$ cat config.mk
export PLATFORM = sky130hd
export DESIGN_NAME = asalu_core
export DESIGN_NICKNAME = d
export VERILOG_FILES = /design/src/hw/asalu_pkg.sv /design/src/hw/asalu_core.sv
export SDC_FILE = /design/constraint.sdc
export NUM_CORES = 1
export LEC_CHECK = 0
export BUFFER_PORTS_ARGS = -buffer_cell sky130_fd_sc_hd__buf_4
export CAP_MARGIN = 20
export CORE_MARGIN = 5
export CORE_UTILIZATION = 40
export DETAILED_ROUTE_END_ITERATION = 12
export PLACE_DENSITY = 0.6
export REMOVE_ABC_BUFFERS = 1
export SLEW_MARGIN = 20
export SYNTH_ARGS = -nofsm -noshare
export SYNTH_HDL_FRONTEND = slang
export SYNTH_SLANG_ARGS = --single-unit
export TNS_END_PERCENT = 20
$ cat constraint.sdc
create_clock -name i_clk -period 10.5 [get_ports i_clk]
set_input_delay 2.1 -clock i_clk [delete_from_list [all_inputs] [get_ports i_clk]]
set_output_delay 2.1 -clock i_clk [all_outputs]
set_load 0.005 [all_outputs]
$ cat src/hw/asalu_pkg.sv
package asalu_pkg;

  // Data and pointer widths
  localparam int unsigned DATA_W    = 8;
  localparam int unsigned ADDR_W    = 7;
  localparam int unsigned PTR_W     = 16;
  localparam int unsigned PTR_IMM_W = 6;
  localparam int unsigned PTR_EXT_W = PTR_W - PTR_IMM_W;
  localparam int unsigned INSTR_W   = 14;
  localparam int unsigned NUM_PTR   = 2;

  // Add-to-pointer opcode: bits 13:7 of 11 0001 0nkk kkkk
  localparam logic [6:0]  PTR_OPC     = 7'h62;
  localparam int unsigned OPC_HI      = 13;
  localparam int unsigned OPC_LO      = 7;
  localparam int unsigned PTR_SEL_BIT = 6;
  localparam int unsigned DEST_BIT    = 7;

  // Bit positions
  localparam int unsigned MSB      = DATA_W - 1;
  localparam int unsigned PTR_MSB  = PTR_W - 1;
  localparam int unsigned NIB_W    = 4;

  // Reset values
  localparam logic [DATA_W-1:0] ACC_RST  = 8'h00;
  localparam logic [PTR_W-1:0]  PTR_RST  = 16'h0000;
  localparam logic [DATA_W-1:0] ZERO_B   = 8'h00;

  // Register-side operations, chosen by the core decoder
  typedef enum logic [2:0] {
    OP_NONE                    = 3'h0,
    OP_ADD_IMM_TO_ACC          = 3'h1,
    OP_ADD_ACC_TO_REG          = 3'h2,
    OP_ADD_ACC_REG_WITH_CARRY  = 3'h3,
    OP_AND_ACC_WITH_REG        = 3'h4,
    OP_AND_ACC_WITH_IMM        = 3'h5,
    OP_ARITH_SHIFT_RIGHT       = 3'h6
  } asalu_op_e;

  // Execution state
  typedef enum logic {
    ST_IDLE    = 1'b0,
    ST_STRETCH = 1'b1
  } asalu_state_e;

  // One instruction with its operand
  typedef struct packed {
    asalu_op_e         op;
    logic              is_ptr;
    logic [INSTR_W-1:0] instr;
    logic [DATA_W-1:0] reg_data;
  } asalu_req_s;

  // Status flags
  typedef struct packed {
    logic carry;
    logic half_carry;
    logic zero;
  } asalu_flags_s;

endpackage : asalu_pkg

$ cat src/hw/asalu_core.sv
// Functional notes
// RQ1: Pointer add sign-extends 6-bit literal, flags kept
// RQ2: Pointer sum wraps modulo 65536
// RQ3: Literal add sets carry, half carry, zero
// RQ4: Accumulator plus register sets carry, half carry, zero
// RQ5: Destination bit picks accumulator or file register
// RQ6: AND with register changes only zero flag
// RQ7: Add with carry uses three-input sum
// RQ8: Shift right keeps MSb, bit 0 to carry
// RQ9: AND with literal changes only zero flag
// RQ10: Indirect port with pointer MSb adds a cycle
// RQ11: Pointer add decoded from pattern, one cycle
// RQ12: Zero on zero result; carries from bits 7, 3
module asalu_core #(
  parameter logic [6:0] INDIRECT_ADDR0 = 7'h00,  // Indirect access port 0 address
  parameter logic [6:0] INDIRECT_ADDR1 = 7'h01   // Indirect access port 1 address
) (
  input  wire logic                                i_clk,
  input  wire logic                                i_rst,
  input  wire logic                                i_valid,
  input  wire logic [asalu_pkg::INSTR_W-1:0]       i_instr,
  input  wire asalu_pkg::asalu_op_e                i_op,
  input  wire logic [asalu_pkg::DATA_W-1:0]        i_reg_data,
  output logic                                     o_ready,
  output logic                                     o_done,
  output logic [asalu_pkg::DATA_W-1:0]             o_acc,
  output logic                                     o_carry,
  output logic                                     o_half_carry,
  output logic                                     o_zero,
  output logic [asalu_pkg::PTR_W-1:0]              o_ptr0,
  output logic [asalu_pkg::PTR_W-1:0]              o_ptr1,
  output logic                                     o_mem_we,
  output logic [asalu_pkg::ADDR_W-1:0]             o_mem_addr,
  output logic [asalu_pkg::DATA_W-1:0]             o_mem_wdata
);

  // Architectural state
  asalu_pkg::asalu_state_e              state;       // Execution state
  asalu_pkg::asalu_state_e              next_state;  // Next execution state
  asalu_pkg::asalu_req_s                held;        // Request held over a stretch
  asalu_pkg::asalu_flags_s              flags;       // Status flags
  asalu_pkg::asalu_flags_s              next_flags;  // Flags after commit
  logic [asalu_pkg::DATA_W-1:0]         acc;         // Accumulator
  logic [asalu_pkg::DATA_W-1:0]         next_acc;    // Accumulator after commit
  logic [asalu_pkg::PTR_W-1:0]          ptr [asalu_pkg::NUM_PTR];  // Pointer pairs
  logic                                 done;        // Completion pulse

  // Request decode
  asalu_pkg::asalu_req_s                req_in;      // Request from the ports
  asalu_pkg::asalu_req_s                cur;         // Request being executed
  wire logic                            is_ptr_in;   // Pointer add pattern seen
  wire logic                            idle;        // Ready for a new request
  wire logic                            take;        // Request accepted now
  wire logic                            reg_op;      // Operand is a file register
  wire logic                            ind_hit;     // Indirect port, pointer MSb set
  wire logic                            need_stretch;// Accept into the extra cycle
  wire logic                            commit;      // Results land this edge
  wire logic                            ptr_sel;     // Selected pointer pair
  wire logic [asalu_pkg::PTR_IMM_W-1:0] ptr_imm;     // Signed pointer literal
  wire logic [asalu_pkg::PTR_W-1:0]     ptr_ext;     // Sign-extended literal
  wire logic [asalu_pkg::PTR_W-1:0]     ptr_sum;     // Wrapped pointer sum
  wire logic [asalu_pkg::DATA_W-1:0]    imm;         // Byte literal
  wire logic [asalu_pkg::ADDR_W-1:0]    addr;        // File register address
  wire logic                            dest;        // Destination bit

  // Datapath
  wire logic [asalu_pkg::DATA_W-1:0]    add_b;       // Second adder operand
  wire logic                            cin;         // Adder carry in
  wire logic [asalu_pkg::NIB_W:0]       lo_sum;      // Low nibble sum
  wire logic [asalu_pkg::DATA_W:0]      full_sum;    // Full byte sum
  wire logic [asalu_pkg::DATA_W-1:0]    and_res;     // AND result
  wire logic [asalu_pkg::DATA_W-1:0]    asr_res;     // Shift result
  wire logic                            is_add;      // Any add operation
  wire logic                            is_and;      // Any AND operation
  wire logic                            is_asr;      // Shift operation
  wire logic [asalu_pkg::DATA_W-1:0]    result;      // Selected result
  wire logic                            to_acc;      // Result goes to accumulator

  // Field extraction from the instruction word
  assign is_ptr_in = (i_instr[asalu_pkg::OPC_HI:asalu_pkg::OPC_LO] == asalu_pkg::PTR_OPC); // [RQ11]
  assign req_in    = '{op: i_op, is_ptr: is_ptr_in, instr: i_instr, reg_data: i_reg_data};
  assign idle      = (state == asalu_pkg::ST_IDLE);
  assign cur       = idle ? req_in : held;
  assign take      = idle && i_valid;
  assign ptr_sel   = cur.instr[asalu_pkg::PTR_SEL_BIT];
  assign ptr_imm   = cur.instr[asalu_pkg::PTR_IMM_W-1:0];
  assign imm       = cur.instr[asalu_pkg::DATA_W-1:0];
  assign addr      = cur.instr[asalu_pkg::ADDR_W-1:0];
  assign dest      = cur.instr[asalu_pkg::DEST_BIT];

  // Register-operand operations and the indirect stretch
  assign reg_op = !cur.is_ptr &&
                  ((cur.op == asalu_pkg::OP_ADD_ACC_TO_REG) ||
                   (cur.op == asalu_pkg::OP_ADD_ACC_REG_WITH_CARRY) ||
                   (cur.op == asalu_pkg::OP_AND_ACC_WITH_REG) ||
                   (cur.op == asalu_pkg::OP_ARITH_SHIFT_RIGHT));
  assign ind_hit = reg_op &&
                   (((addr == INDIRECT_ADDR0) && ptr[0][asalu_pkg::PTR_MSB]) ||
                    ((addr == INDIRECT_ADDR1) && ptr[1][asalu_pkg::PTR_MSB])); // [RQ10]
  assign need_stretch = take && ind_hit;  // [RQ10]
  assign commit       = (take && !ind_hit) || !idle;
  assign o_ready      = idle;

  // Pointer arithmetic, natural 16-bit wrap
  assign ptr_ext = {{asalu_pkg::PTR_EXT_W{ptr_imm[asalu_pkg::PTR_IMM_W-1]}}, ptr_imm}; // [RQ1]
  assign ptr_sum = ptr[ptr_sel] + ptr_ext;  // [RQ2]

  // Adder shared by the three add operations
  assign is_add = !cur.is_ptr &&
                  ((cur.op == asalu_pkg::OP_ADD_IMM_TO_ACC) ||
                   (cur.op == asalu_pkg::OP_ADD_ACC_TO_REG) ||
                   (cur.op == asalu_pkg::OP_ADD_ACC_REG_WITH_CARRY));
  assign is_and = !cur.is_ptr &&
                  ((cur.op == asalu_pkg::OP_AND_ACC_WITH_REG) ||
                   (cur.op == asalu_pkg::OP_AND_ACC_WITH_IMM));
  assign is_asr = !cur.is_ptr && (cur.op == asalu_pkg::OP_ARITH_SHIFT_RIGHT);
  assign add_b  = (cur.op == asalu_pkg::OP_ADD_IMM_TO_ACC) ? imm : cur.reg_data; // [RQ3] [RQ4]
  assign cin    = (cur.op == asalu_pkg::OP_ADD_ACC_REG_WITH_CARRY) && flags.carry; // [RQ7]
  assign lo_sum = {1'b0, acc[asalu_pkg::NIB_W-1:0]} + {1'b0, add_b[asalu_pkg::NIB_W-1:0]}
                  + {4'h0, cin};  // [RQ12]
  assign full_sum = {1'b0, acc} + {1'b0, add_b} + {8'h00, cin};  // [RQ7]

  // Logic and shift units
  assign and_res = acc & ((cur.op == asalu_pkg::OP_AND_ACC_WITH_IMM) ? imm : cur.reg_data); // [RQ6] [RQ9]
  assign asr_res = {cur.reg_data[asalu_pkg::MSB], cur.reg_data[asalu_pkg::MSB:1]};  // [RQ8]

  // Result selection and destination
  assign result = is_add ? full_sum[asalu_pkg::DATA_W-1:0] :
                  is_and ? and_res :
                  is_asr ? asr_res : acc;
  assign to_acc = (cur.op == asalu_pkg::OP_ADD_IMM_TO_ACC) ||
                  (cur.op == asalu_pkg::OP_AND_ACC_WITH_IMM) || !dest;  // [RQ5]

  // Next accumulator and flags
  always_comb
  begin
    next_acc   = acc;
    next_flags = flags;
    if (commit && (is_add || is_and || is_asr))
    begin
      // Zero flag on every affecting operation
      next_flags.zero = (result == asalu_pkg::ZERO_B);  // [RQ12]
      if (to_acc)
      begin
        next_acc = result;  // [RQ5]
      end
      if (is_add)
      begin
        // Carry from bit 7, half carry from bit 3
        next_flags.carry      = full_sum[asalu_pkg::DATA_W];    // [RQ12]
        next_flags.half_carry = lo_sum[asalu_pkg::NIB_W];       // [RQ12]
      end
      else if (is_asr)
      begin
        next_flags.carry = cur.reg_data[0];  // [RQ8]
      end
    end
  end

  // Stretch sequencing
  always_comb
  begin
    case (state)
      asalu_pkg::ST_IDLE:
        next_state = need_stretch ? asalu_pkg::ST_STRETCH : asalu_pkg::ST_IDLE;  // [RQ10]
      asalu_pkg::ST_STRETCH:
        next_state = asalu_pkg::ST_IDLE;
      default:
        next_state = asalu_pkg::ST_IDLE;
    endcase
  end

  // State, accumulator and flags
  always_ff @(posedge i_clk)
  begin
    if (i_rst)
    begin
      state <= asalu_pkg::ST_IDLE;
      acc   <= asalu_pkg::ACC_RST;
      flags <= '0;
      done  <= 1'b0;
    end
    else
    begin
      state <= next_state;
      acc   <= next_acc;
      flags <= next_flags;
      done  <= commit;
    end
  end

  // Hold the request over the extra cycle
  always_ff @(posedge i_clk)
  begin
    if (i_rst)
    begin
      held <= '0;
    end
    else if (need_stretch)
    begin
      held <= req_in;
    end
  end

  // File register write-back port
  always_ff @(posedge i_clk)
  begin
    if (i_rst)
    begin
      o_mem_we    <= 1'b0;
      o_mem_addr  <= '0;
      o_mem_wdata <= asalu_pkg::ZERO_B;
    end
    else
    begin
      o_mem_we    <= commit && reg_op && dest;  // [RQ5]
      o_mem_addr  <= addr;
      o_mem_wdata <= result;
    end
  end

  // Pointer pairs, one per index
  for (genvar g = 0; g < asalu_pkg::NUM_PTR; g++)
  begin : g_ptr
    always_ff @(posedge i_clk)
    begin
      if (i_rst)
      begin
        ptr[g] <= asalu_pkg::PTR_RST;
      end
      else if (commit && cur.is_ptr && (ptr_sel == 1'(g)))
      begin
        ptr[g] <= ptr_sum;  // [RQ1] [RQ2] [RQ11]
      end
    end
  end

  // Output drive
  assign o_done       = done;
  assign o_acc        = acc;
  assign o_carry      = flags.carry;
  assign o_half_carry = flags.half_carry;
  assign o_zero       = flags.zero;
  assign o_ptr0       = ptr[0];
  assign o_ptr1       = ptr[1];

  // Pointer add leaves flags alone
  AST_PTR_FLAGS_KEEP: assert property (@(posedge i_clk) disable iff (i_rst) // [RQ1]
    (commit && cur.is_ptr) |=> (flags == $past(flags)))
    else $error("pointer add changed a flag");

  // Pointer 0 gets its sign-extended literal with wrap
  AST_PTR_WRAP: assert property (@(posedge i_clk) disable iff (i_rst) // [RQ2]
    (take && is_ptr_in && !i_instr[6]) |=>
      (o_ptr0 == 16'($past(o_ptr0) + {{10{$past(i_instr[5])}}, $past(i_instr[5:0])})))
    else $error("pointer sum wrong");

  // Literal add result and carry
  AST_ADD_IMM: assert property (@(posedge i_clk) disable iff (i_rst) // [RQ3]
    (take && !is_ptr_in && (i_op == asalu_pkg::OP_ADD_IMM_TO_ACC)) |=>
      ({o_carry, o_acc} == {1'b0, $past(o_acc)} + {1'b0, $past(i_instr[7:0])}))
    else $error("literal add wrong");

  // Register add into accumulator
  AST_ADD_REG: assert property (@(posedge i_clk) disable iff (i_rst) // [RQ4]
    (commit && reg_op && !dest && (cur.op == asalu_pkg::OP_ADD_ACC_TO_REG)) |=>
      ({o_carry, o_acc} == {1'b0, $past(o_acc)} + {1'b0, $past(cur.reg_data)}))
    else $error("register add wrong");

  // Destination one writes memory and keeps accumulator
  AST_DEST_REG: assert property (@(posedge i_clk) disable iff (i_rst) // [RQ5]
    (commit && reg_op && dest) |=> (o_mem_we && (o_acc == $past(o_acc))
      && (o_mem_addr == $past(addr))))
    else $error("write-back to register wrong");

  // Register AND keeps carry and half carry
  AST_AND_REG: assert property (@(posedge i_clk) disable iff (i_rst) // [RQ6]
    (commit && is_and && (cur.op == asalu_pkg::OP_AND_ACC_WITH_REG)) |=>
      ($stable(o_carry) && $stable(o_half_carry)))
    else $error("register AND touched carry");

  // Three-input sum
  AST_ADDC: assert property (@(posedge i_clk) disable iff (i_rst) // [RQ7]
    (commit && !dest && (cur.op == asalu_pkg::OP_ADD_ACC_REG_WITH_CARRY) && !cur.is_ptr) |=>
      ({o_carry, o_acc} == {1'b0, $past(o_acc)} + {1'b0, $past(cur.reg_data)}
        + {8'h00, $past(o_carry)}))
    else $error("add with carry wrong");

  // Shift moves bit 0 to carry and keeps MSb
  AST_ASR: assert property (@(posedge i_clk) disable iff (i_rst) // [RQ8]
    (commit && is_asr) |=> ((o_carry == $past(cur.reg_data[0]))
      && (o_mem_we || (o_acc[7] == $past(cur.reg_data[7])))))
    else $error("shift right wrong");

  // Literal AND result, carries kept
  AST_AND_IMM: assert property (@(posedge i_clk) disable iff (i_rst) // [RQ9]
    (take && !is_ptr_in && (i_op == asalu_pkg::OP_AND_ACC_WITH_IMM)) |=>
      ((o_acc == ($past(o_acc) & $past(i_instr[7:0]))) && $stable(o_carry)
        && $stable(o_half_carry)))
    else $error("literal AND wrong");

  // Stretched request completes one cycle late
  AST_STRETCH: assert property (@(posedge i_clk) disable iff (i_rst) // [RQ10]
    need_stretch |=> (!o_ready && !o_done) ##1 (o_ready && o_done))
    else $error("indirect stretch wrong");

  // Pointer add completes in one cycle
  AST_PTR_ONE: assert property (@(posedge i_clk) disable iff (i_rst) // [RQ11]
    (take && is_ptr_in) |=> (o_done && o_ready))
    else $error("pointer add not single cycle");

  // Zero flag follows the result
  AST_ZERO: assert property (@(posedge i_clk) disable iff (i_rst) // [RQ12]
    (commit && (is_add || is_and || is_asr)) |=> (o_zero == ($past(result) == 8'h00)))
    else $error("zero flag wrong");

endmodule // asalu_core

== After elaboration in Yosys (flattened, before gate mapping) ==
Memory sizes are Yosys's and may differ from the RTL's.
Index checks and enable logic that the tools add are counted.
Storage, ports and cells
  register bits after elaboration: 55
  RAM bits: 32
  bits of input ports: 28
  output and inout port bits: 61
  logic and storage cells: 90
  memories: 1
Memory list
  ptr: depth 2, width 16, read ports 3, clocked after Yosys merged registers in 0, wr ports 2, RTL line asalu_core.sv:45  | logic [asalu_pkg::PTR_W-1:0] ptr [asalu_pkg::NUM_PTR];
Operators by class
  add/sub/neg operators: 5
  equality and inequality tests: 8
  muxes and demuxes: 20
  bitwise logic cells: 5
  reductions and logical operators: 38
Operator list (number)
  8-bit 2-to-1 mux: 5
  16-bit 2-to-1 mux: 2
  26-bit 2-to-1 mux: 1
  1-bit logical AND: 17
  16-bit adder: 1
  1-bit logical OR: 12
  1-bit 2-to-1 mux: 11
  8-bit by 8-bit adder with 9-bit output: 1
  9-bit by 1-bit adder with 9-bit output: 1
  3-bit equality test (second input constant): 3
  8-bit bitwise AND: 1
  8-bit logical NOT: 1
  7-bit by 1-bit equality test with 1-bit output (second input constant): 1
  7-bit equality test (second input constant): 1
  7-bit logical NOT: 1
  3-bit by 2-bit equality test with 1-bit output (second input constant): 2
  2-bit AND reduction: 3
  4-bit by 4-bit adder with 5-bit output: 1
  5-bit by 1-bit adder with 5-bit output: 1
  3-bit by 1-bit equality test with 1-bit output (second input constant): 1
  1-bit logical NOT: 3
  1-bit NOT: 2
  1-bit bitwise OR: 2
  1-bit one-hot mux with 2 select lines: 1
  2-bit nonzero test: 1

== Logic depth before layout (Yosys ltp) ==
Gate-level depths: netlist of the first run.
  word-level depth: 17
  gate-level depth with buffers: 18
  mapped depth without buffers: 15

== Least setup slack after synthesis of the first run ==
OpenSTA, ideal clock, no wires.
  path kind: in2reg
  start: input port i_op[2]
  end: register flags, in the netlist o_zero
  library setup time: 116 ps
  arrival time: 4831 ps
  data required time: 10384 ps
  setup slack: 5553 ps
  cell stages on the path: 14
  path buffers: 1
  cell sequence: mux2_4 -> nand2b_1 -> clkbuf_1 -> nand2_1 -> o21ai_0 -> fa_1 -> fa_1 -> nor2b_1 -> o21ai_0 -> nand2b_1 -> xnor2_1 -> o221ai_1 -> and4b_1 -> a41o_1
Between the ends
  word-level cells in the longest chain between the ends: 11
  elaborated cells between the ends (all ways): 34
  those cells by class: 2 x add/sub; 6 x eq/ne; 6 x mux; 1 x bitwise; 19 x reduce/logical
Ends and longest elaborated chain
  start, declared: RTL line asalu_core.sv:22  | input wire asalu_pkg::asalu_op_e i_op,
  26-bit 2-to-1 mux *: RTL line asalu_core.sv:83  | assign cur = idle ? req_in : held;
  parallel branches: the longest is 10 deep, another holds 8-bit by 8-bit adder with 9-bit output
  end signal, assigned: RTL line asalu_core.sv:187  | flags <= next_flags;
  end, declared: RTL line asalu_core.sv:41  | asalu_pkg::asalu_flags_s flags;
Every way passes the cells marked *.
A chain may end at the register's enable or synchronous reset.

== Final worst setup path of the first run ==
Same ends and word-level chain as after synthesis.

==> flow_metrics.tcl, run 1 <==
set metrics [dict create \
    combPwrFrac 0.176 \
    row_count 40 \
    end_kind "register" \
    grt_antenna_before_repair 0 \
    setup_viol 0 \
    cts_tree "built" \
    maximum_number_of_pins_on_one_net_before_global_route_repair 50 \
    hold_buffers 0 \
    worst_ir_drop_vdd_uv 111.7 \
    grt_pass1_wl_um 21340 \
    drc 0 \
    worst_hold_path.endpoint "held[10]$_SDFFE_PP0P_" \
    final-hold-violation-count 0 \
    power_report.internal_total_mw 0.6272 \
    yosysUniqueCellTypes 81 \
    areaGrowthSynthToFinish_pct 22.25 \
    timing.max_cap.violations 0 \
    cp-start-kind "primary input" \
    clock-sinks 81 \
    count_of_flip_flops_with_a_built_in_enable_after_synthesis 32 \
    path_class "primary input to register" \
    holdCritPathClass "register to register" \
    routabilityCongestion 0.8920 \
    rsz0062_at_grt "no" \
    via_count 4166 \
    synth_seq_cells 81 \
    htree_num_levels 3 \
    gr-total-overflow 0 \
    finalCriticalPeriod_ns 5.041 \
    design.portCount 89 \
    numnets_final 672 \
    critPathRequiredTime_ns 10.74 \
    critical_path.cell_chain "buf_4 -> mux2_4 -> nand2b_1 -> nand2_1 -> o21ai_0 -> fa_1 -> fa_1 -> nor2b_1 -> o21ai_0 -> nand2b_1 -> xnor2_1 -> o221ai_1 -> and4b_1 -> a41o_1" \
    layout-drive-gt1-share 0.2228 \
    effective_utilization_at_floorplan 0.4108 \
    clk_pin_slew_worst_paths_ns 0.07 \
    r2r_setup_slack_ns 6.37 \
    final_max_slew_viol_count 0 \
    fillerInstances 1175 \
    setup_tns_ns 0 \
    route.detailed.wl_per_inst_um 16.68 \
    route.final.wire_length_um 13210 \
    placeable_area_um2 12110 \
    dpl.hpwl_um 9831 \
    clockBufferDepth 2 \
    maxClockFrequency_mhz 198.4 \
    vias_in_the_first_global_route 4052 \
    pwr-share-clk 0.418 \
    pd_cells_nw_per_um2 140.0 \
    max_fanout_on_critical_path 10 \
    final_cell_area_um2 6083 \
    cp_peak_stage_delay_ns 0.48 \
    floorplan.die.height_um 121.5 \
    buffer_ports.inserted 88 \
    antennaDiodeCount 0 \
    crit_path_top_delay_cell "sky130_fd_sc_hd__fa_1" \
    power.share.switching 0.2636 \
    critical_path.reg2reg.startpoint "state$_SDFF_PP0_" \
    share_seq_of_total_power 0.406 \
    synth-warning-count 0 \
    critical_path.n_buffers_inverters 1 \
    synth.cell_area_um2 4976 \
    post_cts_buffers 0 \
    netlist_instances 537 \
    power_leakage_nw 2.692 \
    hold_depth 1 \
    drt_iter0_markers 277 \
    ys_async_sr_fraction 0 \
    final_antenna_net_count 0 \
    syn-mean-instance-area_um2 9.266 \
    per_cell_via_count_in_the_routed_design 5.260 \
    cts_resized 0 \
    status "finished, final reports clean" \
    finalCoreUtilization 0.5023 \
    cell_area_after_placement_um2 5737 \
    path_depth_of_the_worst_reg2reg_path 11 \
    die-width_um 121.5 \
    drt_pass1_iterations 4 \
    clock_insertion_delay_worst_skew_ns 0.35 \
    worst_ep_arrival_time_ns 5.28 \
    min_from "held[10]$_SDFFE_PP0P_" \
    clock_skew_ns 0.009097 \
    min_period_over_period 0.4801 \
    track_usage 0.1851 \
    synth-main-ff-cell "sky130_fd_sc_hd__dfxtp_1" \
    transition_at_the_pin_with_the_smallest_max_transition_slack_ns 0.8946 \
    path_delay_family "simple AND/OR/NAND/NOR gates" \
    cts_inserted_buffers 9 \
    clockRootBuffer "sky130_fd_sc_hd__clkbuf_16" \
    p_sw_mw 0.2245 \
    fp.dieArea_um2 14770 \
    r2r_end "ptr[1][15]$_SDFFCE_PN0P_" \
    synth-seq-area-share 0.3902 \
    slew_hr 0.4024 \
]
==> through the flow <==
step	setup slack, ns	instances	hold WS, ns	power (mW)
floorplan	5.581	517	0.4295	0.4446
global placement	4.938	776	0.4420	0.5000
detailed placement	4.835	776	0.4473	0.5019
CTS	5.184	792	0.4645	0.8605
global route	5.064	792	0.4753	0.8909
finish	5.459	792	0.4613	0.8517
==> synth_stat cells, types with 3 or more instances <==
cell type / n / area [µm²]
sky130_fd_sc_hd__nor2_1: 81 / 304.0
sky130_fd_sc_hd__nand2_1: 72 / 270.3
sky130_fd_sc_hd__dfxtp_1: 49 / 980.9
sky130_fd_sc_hd__mux2i_1: 38 / 380.4
sky130_fd_sc_hd__edfxtp_1: 32 / 960.9
sky130_fd_sc_hd__a21oi_1: 29 / 145.1
sky130_fd_sc_hd__ha_1: 22 / 275.3
sky130_fd_sc_hd__inv_1: 18 / 67.56
sky130_fd_sc_hd__o21ai_0: 16 / 80.08
sky130_fd_sc_hd__and2_1: 10 / 62.56
sky130_fd_sc_hd__clkbuf_1: 10 / 37.54
sky130_fd_sc_hd__nor3_1: 10 / 50.05
sky130_fd_sc_hd__xor2_1: 9 / 78.83
sky130_fd_sc_hd__nand2b_1: 8 / 50.05
sky130_fd_sc_hd__a211oi_1: 7 / 52.55
sky130_fd_sc_hd__a21o_1: 6 / 45.04
sky130_fd_sc_hd__o21a_1: 6 / 45.04
sky130_fd_sc_hd__xnor2_1: 6 / 52.55
sky130_fd_sc_hd__a211oi_2: 5 / 62.56
sky130_fd_sc_hd__and3_1: 5 / 31.28
sky130_fd_sc_hd__nand3_1: 5 / 25.02
sky130_fd_sc_hd__buf_6: 4 / 45.04
sky130_fd_sc_hd__nor2_2: 4 / 25.02
sky130_fd_sc_hd__nor2b_1: 4 / 25.02
sky130_fd_sc_hd__o21bai_1: 4 / 30.03
sky130_fd_sc_hd__buf_4: 3 / 22.52
sky130_fd_sc_hd__fa_1: 3 / 60.06
sky130_fd_sc_hd__nor4_1: 3 / 18.77
sky130_fd_sc_hd__o211ai_1: 3 / 22.52
sky130_fd_sc_hd__o31a_1: 3 / 26.28
==> worst max-delay path by stage <==
stage / startpoint / endpoint / slack, ns / cells past startpoint
finish: i_op[2] / o_zero$_SDFFE_PP0P_ / 5.46 / 14
global route: i_instr[5] / ptr[1][15]$_SDFFCE_PN0P_ / 5.06 / 11
CTS: i_instr[6] / ptr[1][15]$_SDFFCE_PN0P_ / 5.18 / 12
detailed placement: i_instr[6] / ptr[1][15]$_SDFFCE_PN0P_ / 4.83 / 12
global placement: i_instr[6] / ptr[1][15]$_SDFFCE_PN0P_ / 4.94 / 12
floorplan: i_op[2] / o_zero$_SDFFE_PP0P_ / 5.58 / 13
==> metal layers <==
layer	wire length (µm)	vias to the layer above	track usage
li1	-	2094	-
met1	5884	1961	0.2401
met2	6380	95	0.3057
met3	706	16	0.03575
met4	235	0	0.07003
met5	0	-	0
==> cell families (layout without fill, tap and decap cells) <==
group / count (synthesis) / in the layout / synth area share
buffers and inverters: 39 / 126 / 0.04123
AOI/OAI and AO/OA: 110 / 110 / 0.1655
adders and majority gates: 25 / 25 / 0.06739
muxes: 44 / 44 / 0.09429
xor gates and xnor gates: 15 / 15 / 0.02640
and+or+nand+nor: 223 / 223 / 0.2150
DFF: 81 / 81 / 0.3902
==> flip-flops by register name (all words and copies together) (netlist names) <==
name	flops
held	20
o_acc	8
o_carry	1
o_done	1
o_half_carry	1
o_mem_addr	7
o_mem_wdata	8
o_mem_we	1
o_zero	1
ptr	32
state	1
==> cell usage in the layout (no fill, tap or decap), drive strengths merged, types with 12 or more instances in the layout <==
cell type and n:
buf 91, mux2i 40, inv 20, a21oi 29
nand2 73, ha 22, edfxtp 32, dfxtp 49
nor2 86, a211oi 12, o21ai 18
==> final cells by class <==
class                      instances  area [µm²]  area share
clock inverter                     6       87.58     0.01440
inverter                          19       71.32     0.01172
clock buffer                      10       250.2     0.04114
timing repair buffer              91       683.2      0.1123
sequential                        81        1943      0.3194
multi-input combinational        417        2838      0.4665
tap                              168       210.2     0.03455
==> power by group through the flow <==
stage / sequential (mW) / clock [mW] / combinational, mW
floorplan: 0.352 / 0 / 0.0927
global placement: 0.352 / 0 / 0.148
detailed placement: 0.353 / 0 / 0.149
CTS: 0.346 / 0.364 / 0.150
global route: 0.347 / 0.377 / 0.167
finish: 0.346 / 0.356 / 0.150
(Power assumes the default switching activity.)
==> run 2, diff against run 1 <==
- PLACE_DENSITY: 0.6 -> 0.63
- clock period: 10.5 -> 4.55 ns (I/O delays scaled with it)
==> flow_metrics.tcl, run 2 (synthesis results as in run 1) <==
set metrics [dict create \
    status "finished, final reports clean" \
    final-hold-violation-count 0 \
    fillerInstances 1152 \
    combPwrFrac 0.188 \
    clock-sinks 81 \
    cp-start-kind "register" \
    setup_viol 0 \
    worst_ep_arrival_time_ns 3.91 \
    critPathRequiredTime_ns 4.76 \
    route.final.wire_length_um 13780 \
    floorplan.die.height_um 121.5 \
    p_sw_mw 0.5033 \
    cp_peak_stage_delay_ns 0.49 \
    grt_pass1_wl_um 22120 \
    holdCritPathClass "register to register" \
    drc 0 \
    share_seq_of_total_power 0.421 \
    htree_num_levels 3 \
    dpl.hpwl_um 10510 \
    min_period_over_period 0.8118 \
    vias_in_the_first_global_route 4170 \
    final_max_slew_viol_count 0 \
    slew_hr 0.4113 \
    timing.max_cap.violations 0 \
    numnets_final 683 \
    cts_resized 0 \
    die-width_um 121.5 \
    placeable_area_um2 12110 \
    per_cell_via_count_in_the_routed_design 5.276 \
    biggestRegsByFlops "ptr (32), held (20)" \
    clockBufferDepth 2 \
    areaGrowthSynthToFinish_pct 23.13 \
    drt_iter0_markers 276 \
    track_usage 0.1916 \
    drt_pass1_iterations 5 \
    layout_common_cells "102 x sky130_fd_sc_hd__buf_4, 81 x sky130_fd_sc_hd__nor2_1, 72 x sky130_fd_sc_hd__nand2_1" \
    routabilityCongestion 0.9254 \
    clock_insertion_delay_worst_skew_ns 0.35 \
    hold_buffers 0 \
    path_depth_of_the_worst_reg2reg_path 14 \
    end_kind "register" \
    maximum_number_of_pins_on_one_net_before_global_route_repair 50 \
    clk_pin_slew_worst_paths_ns 0.06 \
    pwr-share-clk 0.391 \
    final_antenna_net_count 0 \
    fin_cells 803 \
    antennaDiodeCount 0 \
    cts_inserted_buffers 9 \
    largest_register "ptr" \
    crit_path_top_delay_cell "sky130_fd_sc_hd__or4_1" \
    row_count 40 \
    clockRootBuffer "sky130_fd_sc_hd__clkbuf_16" \
    critical_path.cell_chain "buf_4 -> mux2i_2 -> buf_4 -> nand2_1 -> nand2_1 -> ha_1 -> fa_1 -> a21o_1 -> a21o_1 -> a21oi_1 -> o21ai_0 -> a211oi_1 -> or4_1 -> nand2_1" \
    power_report.internal_total_mw 1.392 \
    path_class "register to register" \
    design.portCount 89 \
    cts_tree "built" \
    power_leakage_nw 2.727 \
    clock_skew_ns 0.006359 \
    via_count 4237 \
    rsz0062_at_grt "no" \
    placed_cells_incl_taps 787 \
    most_common_cell_after_layout_fill_and_taps_aside "sky130_fd_sc_hd__buf_4" \
    grt_antenna_before_repair 0 \
    post_cts_buffers 0 \
    setup_tns_ns 0 \
    buffer_ports.inserted 88 \
    transition_at_the_pin_with_the_smallest_max_transition_slack_ns 0.8809 \
    r2r_setup_slack_ns 0.86 \
    setup_crit_end "ptr[1][14]$_SDFFCE_PN0P_" \
    power.share.switching 0.2655 \
    gr-total-overflow 0 \
    route.detailed.wl_per_inst_um 17.16 \
    worst_path_most_repeated_cell "sky130_fd_sc_hd__nand2_1" \
    layout-drive-gt1-share 0.2346 \
    pd_cells_nw_per_um2 309.4 \
    critical_path.reg2reg.startpoint "state$_SDFF_PP0_" \
    r2r_end "ptr[1][14]$_SDFFCE_PN0P_" \
    worst_ir_drop_vdd_uv 232.4 \
    origin_of_the_worst_setup_path "state$_SDFF_PP0_" \
    finalCriticalPeriod_ns 3.694 \
    max_fanout_on_critical_path 18 \
    fp.dieArea_um2 14770 \
    max_ffs_per_register 32 \
    maxClockFrequency_mhz 270.7 \
    effective_utilization_at_floorplan 0.4108 \
]
## run 2: worst min-delay path by stage
stage                               start                     to  slack (ns)  cells past startpoint
detailed placement  held[10]$_SDFFE_PP0P_  held[10]$_SDFFE_PP0P_        0.45                      1
finish              held[10]$_SDFFE_PP0P_  held[10]$_SDFFE_PP0P_        0.46                      1
global placement    held[12]$_SDFFE_PP0P_  held[12]$_SDFFE_PP0P_        0.44                      1
floorplan           held[10]$_SDFFE_PP0P_  held[10]$_SDFFE_PP0P_        0.43                      1
CTS                 held[10]$_SDFFE_PP0P_  held[10]$_SDFFE_PP0P_        0.46                      1
global route        held[10]$_SDFFE_PP0P_  held[10]$_SDFFE_PP0P_        0.48                      1
## run 2: cell type report
| class | instances | area, µm² | share of cell area |
|---|---|---|---|
| flip-flops and latches | 81 | 1943 | 0.3171 |
| well taps | 168 | 210.2 | 0.03431 |
| multi-input cells | 417 | 2829 | 0.4617 |
| clock inverters | 4 | 51.30 | 0.008372 |
| clock buffers | 12 | 256.5 | 0.04186 |
| inverters | 19 | 71.32 | 0.01164 |
| repair buffers | 102 | 765.7 | 0.1250 |
## run 2: metrics by stage
step           setup WS [ns]  utilization  cell area [µm²]  hold WS (ns)  power, mW
2_1_floorplan         0.2951            -             4842        0.4295      1.026
3_3_place_gp          0.6002       0.4805             5819        0.4433      1.160
3_5_place_dp          0.5131       0.4805             5819        0.4471      1.167
4_1_cts               0.8644       0.5059             6127        0.4609      1.914
5_1_grt               0.5080       0.5059             6127        0.4777      1.982
6_report              0.8562       0.5059             6127        0.4552      1.896
## run 2: critical path: cells and delay by family (launching register included)
| family | cells | cell delay (ns) |
|---|---|---|
| compound gates | 5 | 1.01 |
| fa+ha+maj | 2 | 0.43 |
| flops | 1 | 0.47 |
| mux | 1 | 0.30 |
| buf+inv | 2 | 0.63 |
| simple gates | 4 | 0.71 |
## run 2: layer usage
metal,track usage,wire length (µm),share of wire
met5,0,0,0
met4,0.06513,278,0.020
met3,0.04596,680,0.049
met2,0.3154,6640,0.48
met1,0.2470,6182,0.45
## run 2: power by group through the flow
stage          registers [mW]  clock network [mW]  logic, mW
6_report                0.798               0.742      0.356
5_1_grt                 0.801               0.788      0.393
2_1_floorplan           0.812                   0      0.214
3_5_place_dp            0.814                   0      0.353
3_3_place_gp            0.814                   0      0.346
4_1_cts                 0.798               0.760      0.356
==> run 3, diff against run 2 <==
- clock period: 4.55 -> 3 ns (I/O delays scaled with it)
==> flow_metrics.tcl, run 3 (synthesis results as in run 1) <==
set metrics [dict create \
    status "complete, but fails checks" \
    failing_checks "negative setup slack" \
    clockRootBuffer "sky130_fd_sc_hd__clkbuf_16" \
    critPathRequiredTime_ns 3.19 \
    drc 0 \
    antennaDiodeCount 0 \
    per_cell_via_count_in_the_routed_design 5.182 \
    gr-total-overflow 0 \
    clock_skew_ns 0.006766 \
    worst_hold_path.endpoint "held[12]$_SDFFE_PP0P_" \
    end_kind "register" \
    max_ffs_per_register 32 \
    r2r_setup_slack_ns -0.13 \
    hold_buffers 0 \
    holdCritPathClass "register to register" \
    path_depth_of_the_worst_reg2reg_path 15 \
    numnets_final 777 \
    clockBufferDepth 2 \
    buffer_ports.inserted 88 \
    biggestRegsByFlops "ptr (32), held (20)" \
    min_period_over_period 1.044 \
    fp.dieArea_um2 14770 \
    worst_ep_arrival_time_ns 3.32 \
    htree_num_levels 3 \
    pd_cells_nw_per_um2 437.5 \
    min_from "held[12]$_SDFFE_PP0P_" \
    routabilityCongestion 0.8928 \
    maximum_number_of_pins_on_one_net_before_global_route_repair 42 \
    globalRouteMet1Util 0.2746 \
    grt_pass1_wl_um 24070 \
    rsz0062_at_grt "yes" \
    grt_antenna_before_repair 0 \
    most_common_cell_after_layout_fill_and_taps_aside "sky130_fd_sc_hd__buf_4" \
    timing.max_cap.violations 0 \
    cp_peak_stage_delay_ns 0.44 \
    floorplan.die.height_um 121.5 \
    clk_pin_slew_worst_paths_ns 0.06 \
    grt-busiest-layer "met2" \
    clock-sinks 81 \
    timing.critical_path.depth 15 \
    design.portCount 89 \
    slew_hr 0.4896 \
    track_usage 0.2097 \
    final_cell_area_um2 7056 \
    layout_common_cells "193 x sky130_fd_sc_hd__buf_4, 79 x sky130_fd_sc_hd__nor2_1, 70 x sky130_fd_sc_hd__nand2_1" \
    finalCriticalPeriod_ns 3.132 \
    vias_in_the_first_global_route 4664 \
    critical_path.reg2reg.startpoint "state$_SDFF_PP0_" \
    drt_iter0_markers 201 \
    max_fanout_on_critical_path 7 \
    power_leakage_nw 3.244 \
    setup_viol 6 \
    largest_register "ptr" \
    maxClockFrequency_mhz 319.2 \
    final-hold-violation-count 0 \
    critical_path.cell_chain "buf_6 -> mux2i_2 -> buf_4 -> buf_6 -> nand2_2 -> nand2_2 -> ha_4 -> o21a_1 -> o21a_1 -> a2111oi_4 -> buf_4 -> o311ai_2 -> a21oi_2 -> xnor2_2 -> mux2i_1" \
    origin_of_the_worst_setup_path "state$_SDFF_PP0_" \
    r2r_end "ptr[0][15]$_SDFFCE_PN0P_" \
    hold_depth 1 \
    worst_ir_drop_vdd_uv 295.3 \
    path_delay_family "compound AO/OA/AOI/OAI gates" \
    critical_path.n_buffers_inverters 4 \
    die-width_um 121.5 \
    finalCoreUtilization 0.5825 \
    route.detailed.wl_per_inst_um 16.91 \
    grt_util_met3 0.03482 \
    row_count 40 \
    layout-drive-gt1-share 0.3827 \
    transition_at_the_pin_with_the_smallest_max_transition_slack_ns 0.7462 \
    dpl.hpwl_um 11670 \
    post_route_worst_setup_slack_ns -0.1324 \
    drt_pass1_iterations 4 \
    clock_insertion_delay_worst_skew_ns 0.34 \
    via_count 4648 \
    placeable_area_um2 12110 \
    cell_area_after_placement_um2 6480 \
    cp-start-kind "register" \
    cts_inserted_buffers 9 \
    crit_path_top_delay_cell "sky130_fd_sc_hd__dfxtp_4" \
    final_antenna_net_count 0 \
    areaGrowthSynthToFinish_pct 41.79 \
    route.final.wire_length_um 15170 \
    cts_tree "built" \
    grtUsageMet2 0.3482 \
    effective_utilization_at_floorplan 0.4108 \
    path_class "register to register" \
    final_max_slew_viol_count 0 \
]
run 3: cell types whose count changed in the layout (fill, tap and decap cells not counted), sizes merged:
| cell | before | now |
|---|---|---|
| bufinv | 1 | 2 |
| clkinvlp | 1 | 0 |
| clkinv | 2 | 4 |
| buf | 102 | 196 |
| clkbuf | 12 | 10 |
run 3: worst max-delay path by stage:
stage                     slack [ns]                  endpoint
after floorplan                -1.25  ptr[0][15]$_SDFFCE_PN0P_
after global placement         -0.40  ptr[0][15]$_SDFFCE_PN0P_
after detailed placement       -0.46  ptr[0][15]$_SDFFCE_PN0P_
after CTS                      -0.08  ptr[0][15]$_SDFFCE_PN0P_
after global routing           -0.26  ptr[0][15]$_SDFFCE_PN0P_
final                          -0.13  ptr[0][15]$_SDFFCE_PN0P_
run 3: timing repair:
action	4_1_cts	5_1_grt
endpoints found under the setup margin	23	25
resized for setup	27	27
buffers inserted	4	3
pin swaps	9	19
run 3: final cells by class:
cell class	instances	area, µm²
clock buffers	10	229.0
clock inverters	6	83.83
fillers	1090	5056
inverters	19	71.32
multi-input cells	417	3033
flip-flops and latches	81	1946
well taps	168	210.2
repair buffers	196	1483
run 3: where the power goes:
group	switching, mW	leakage, nW	internal, mW
logic	0.351	2.36	0.347
clock network	0.453	0.156	0.726
registers	0.0282	0.731	1.18
run 3: per-stage QoR:
stage	setup TNS, ns	hold WS (ns)	power, mW	cells	setup slack [ns]
6_report	-0.4534	0.4647	3.087	897	-0.1324
2_1_floorplan	-38.97	0.4295	1.556	517	-1.255
3_5_place_dp	-7.576	0.4473	1.871	875	-0.4631
3_3_place_gp	-6.568	0.4451	1.859	875	-0.4032
5_1_grt	-2.518	0.4922	3.230	897	-0.2569
4_1_cts	-0.3711	0.4653	3.080	894	-0.07748
run 3: routing by layer:
layer / share of wire / up-vias
met4: 0.019 / 0
li1: - / 2296
met5: 0 / -
met3: 0.036 / 20
met2: 0.50 / 95
met1: 0.45 / 2237
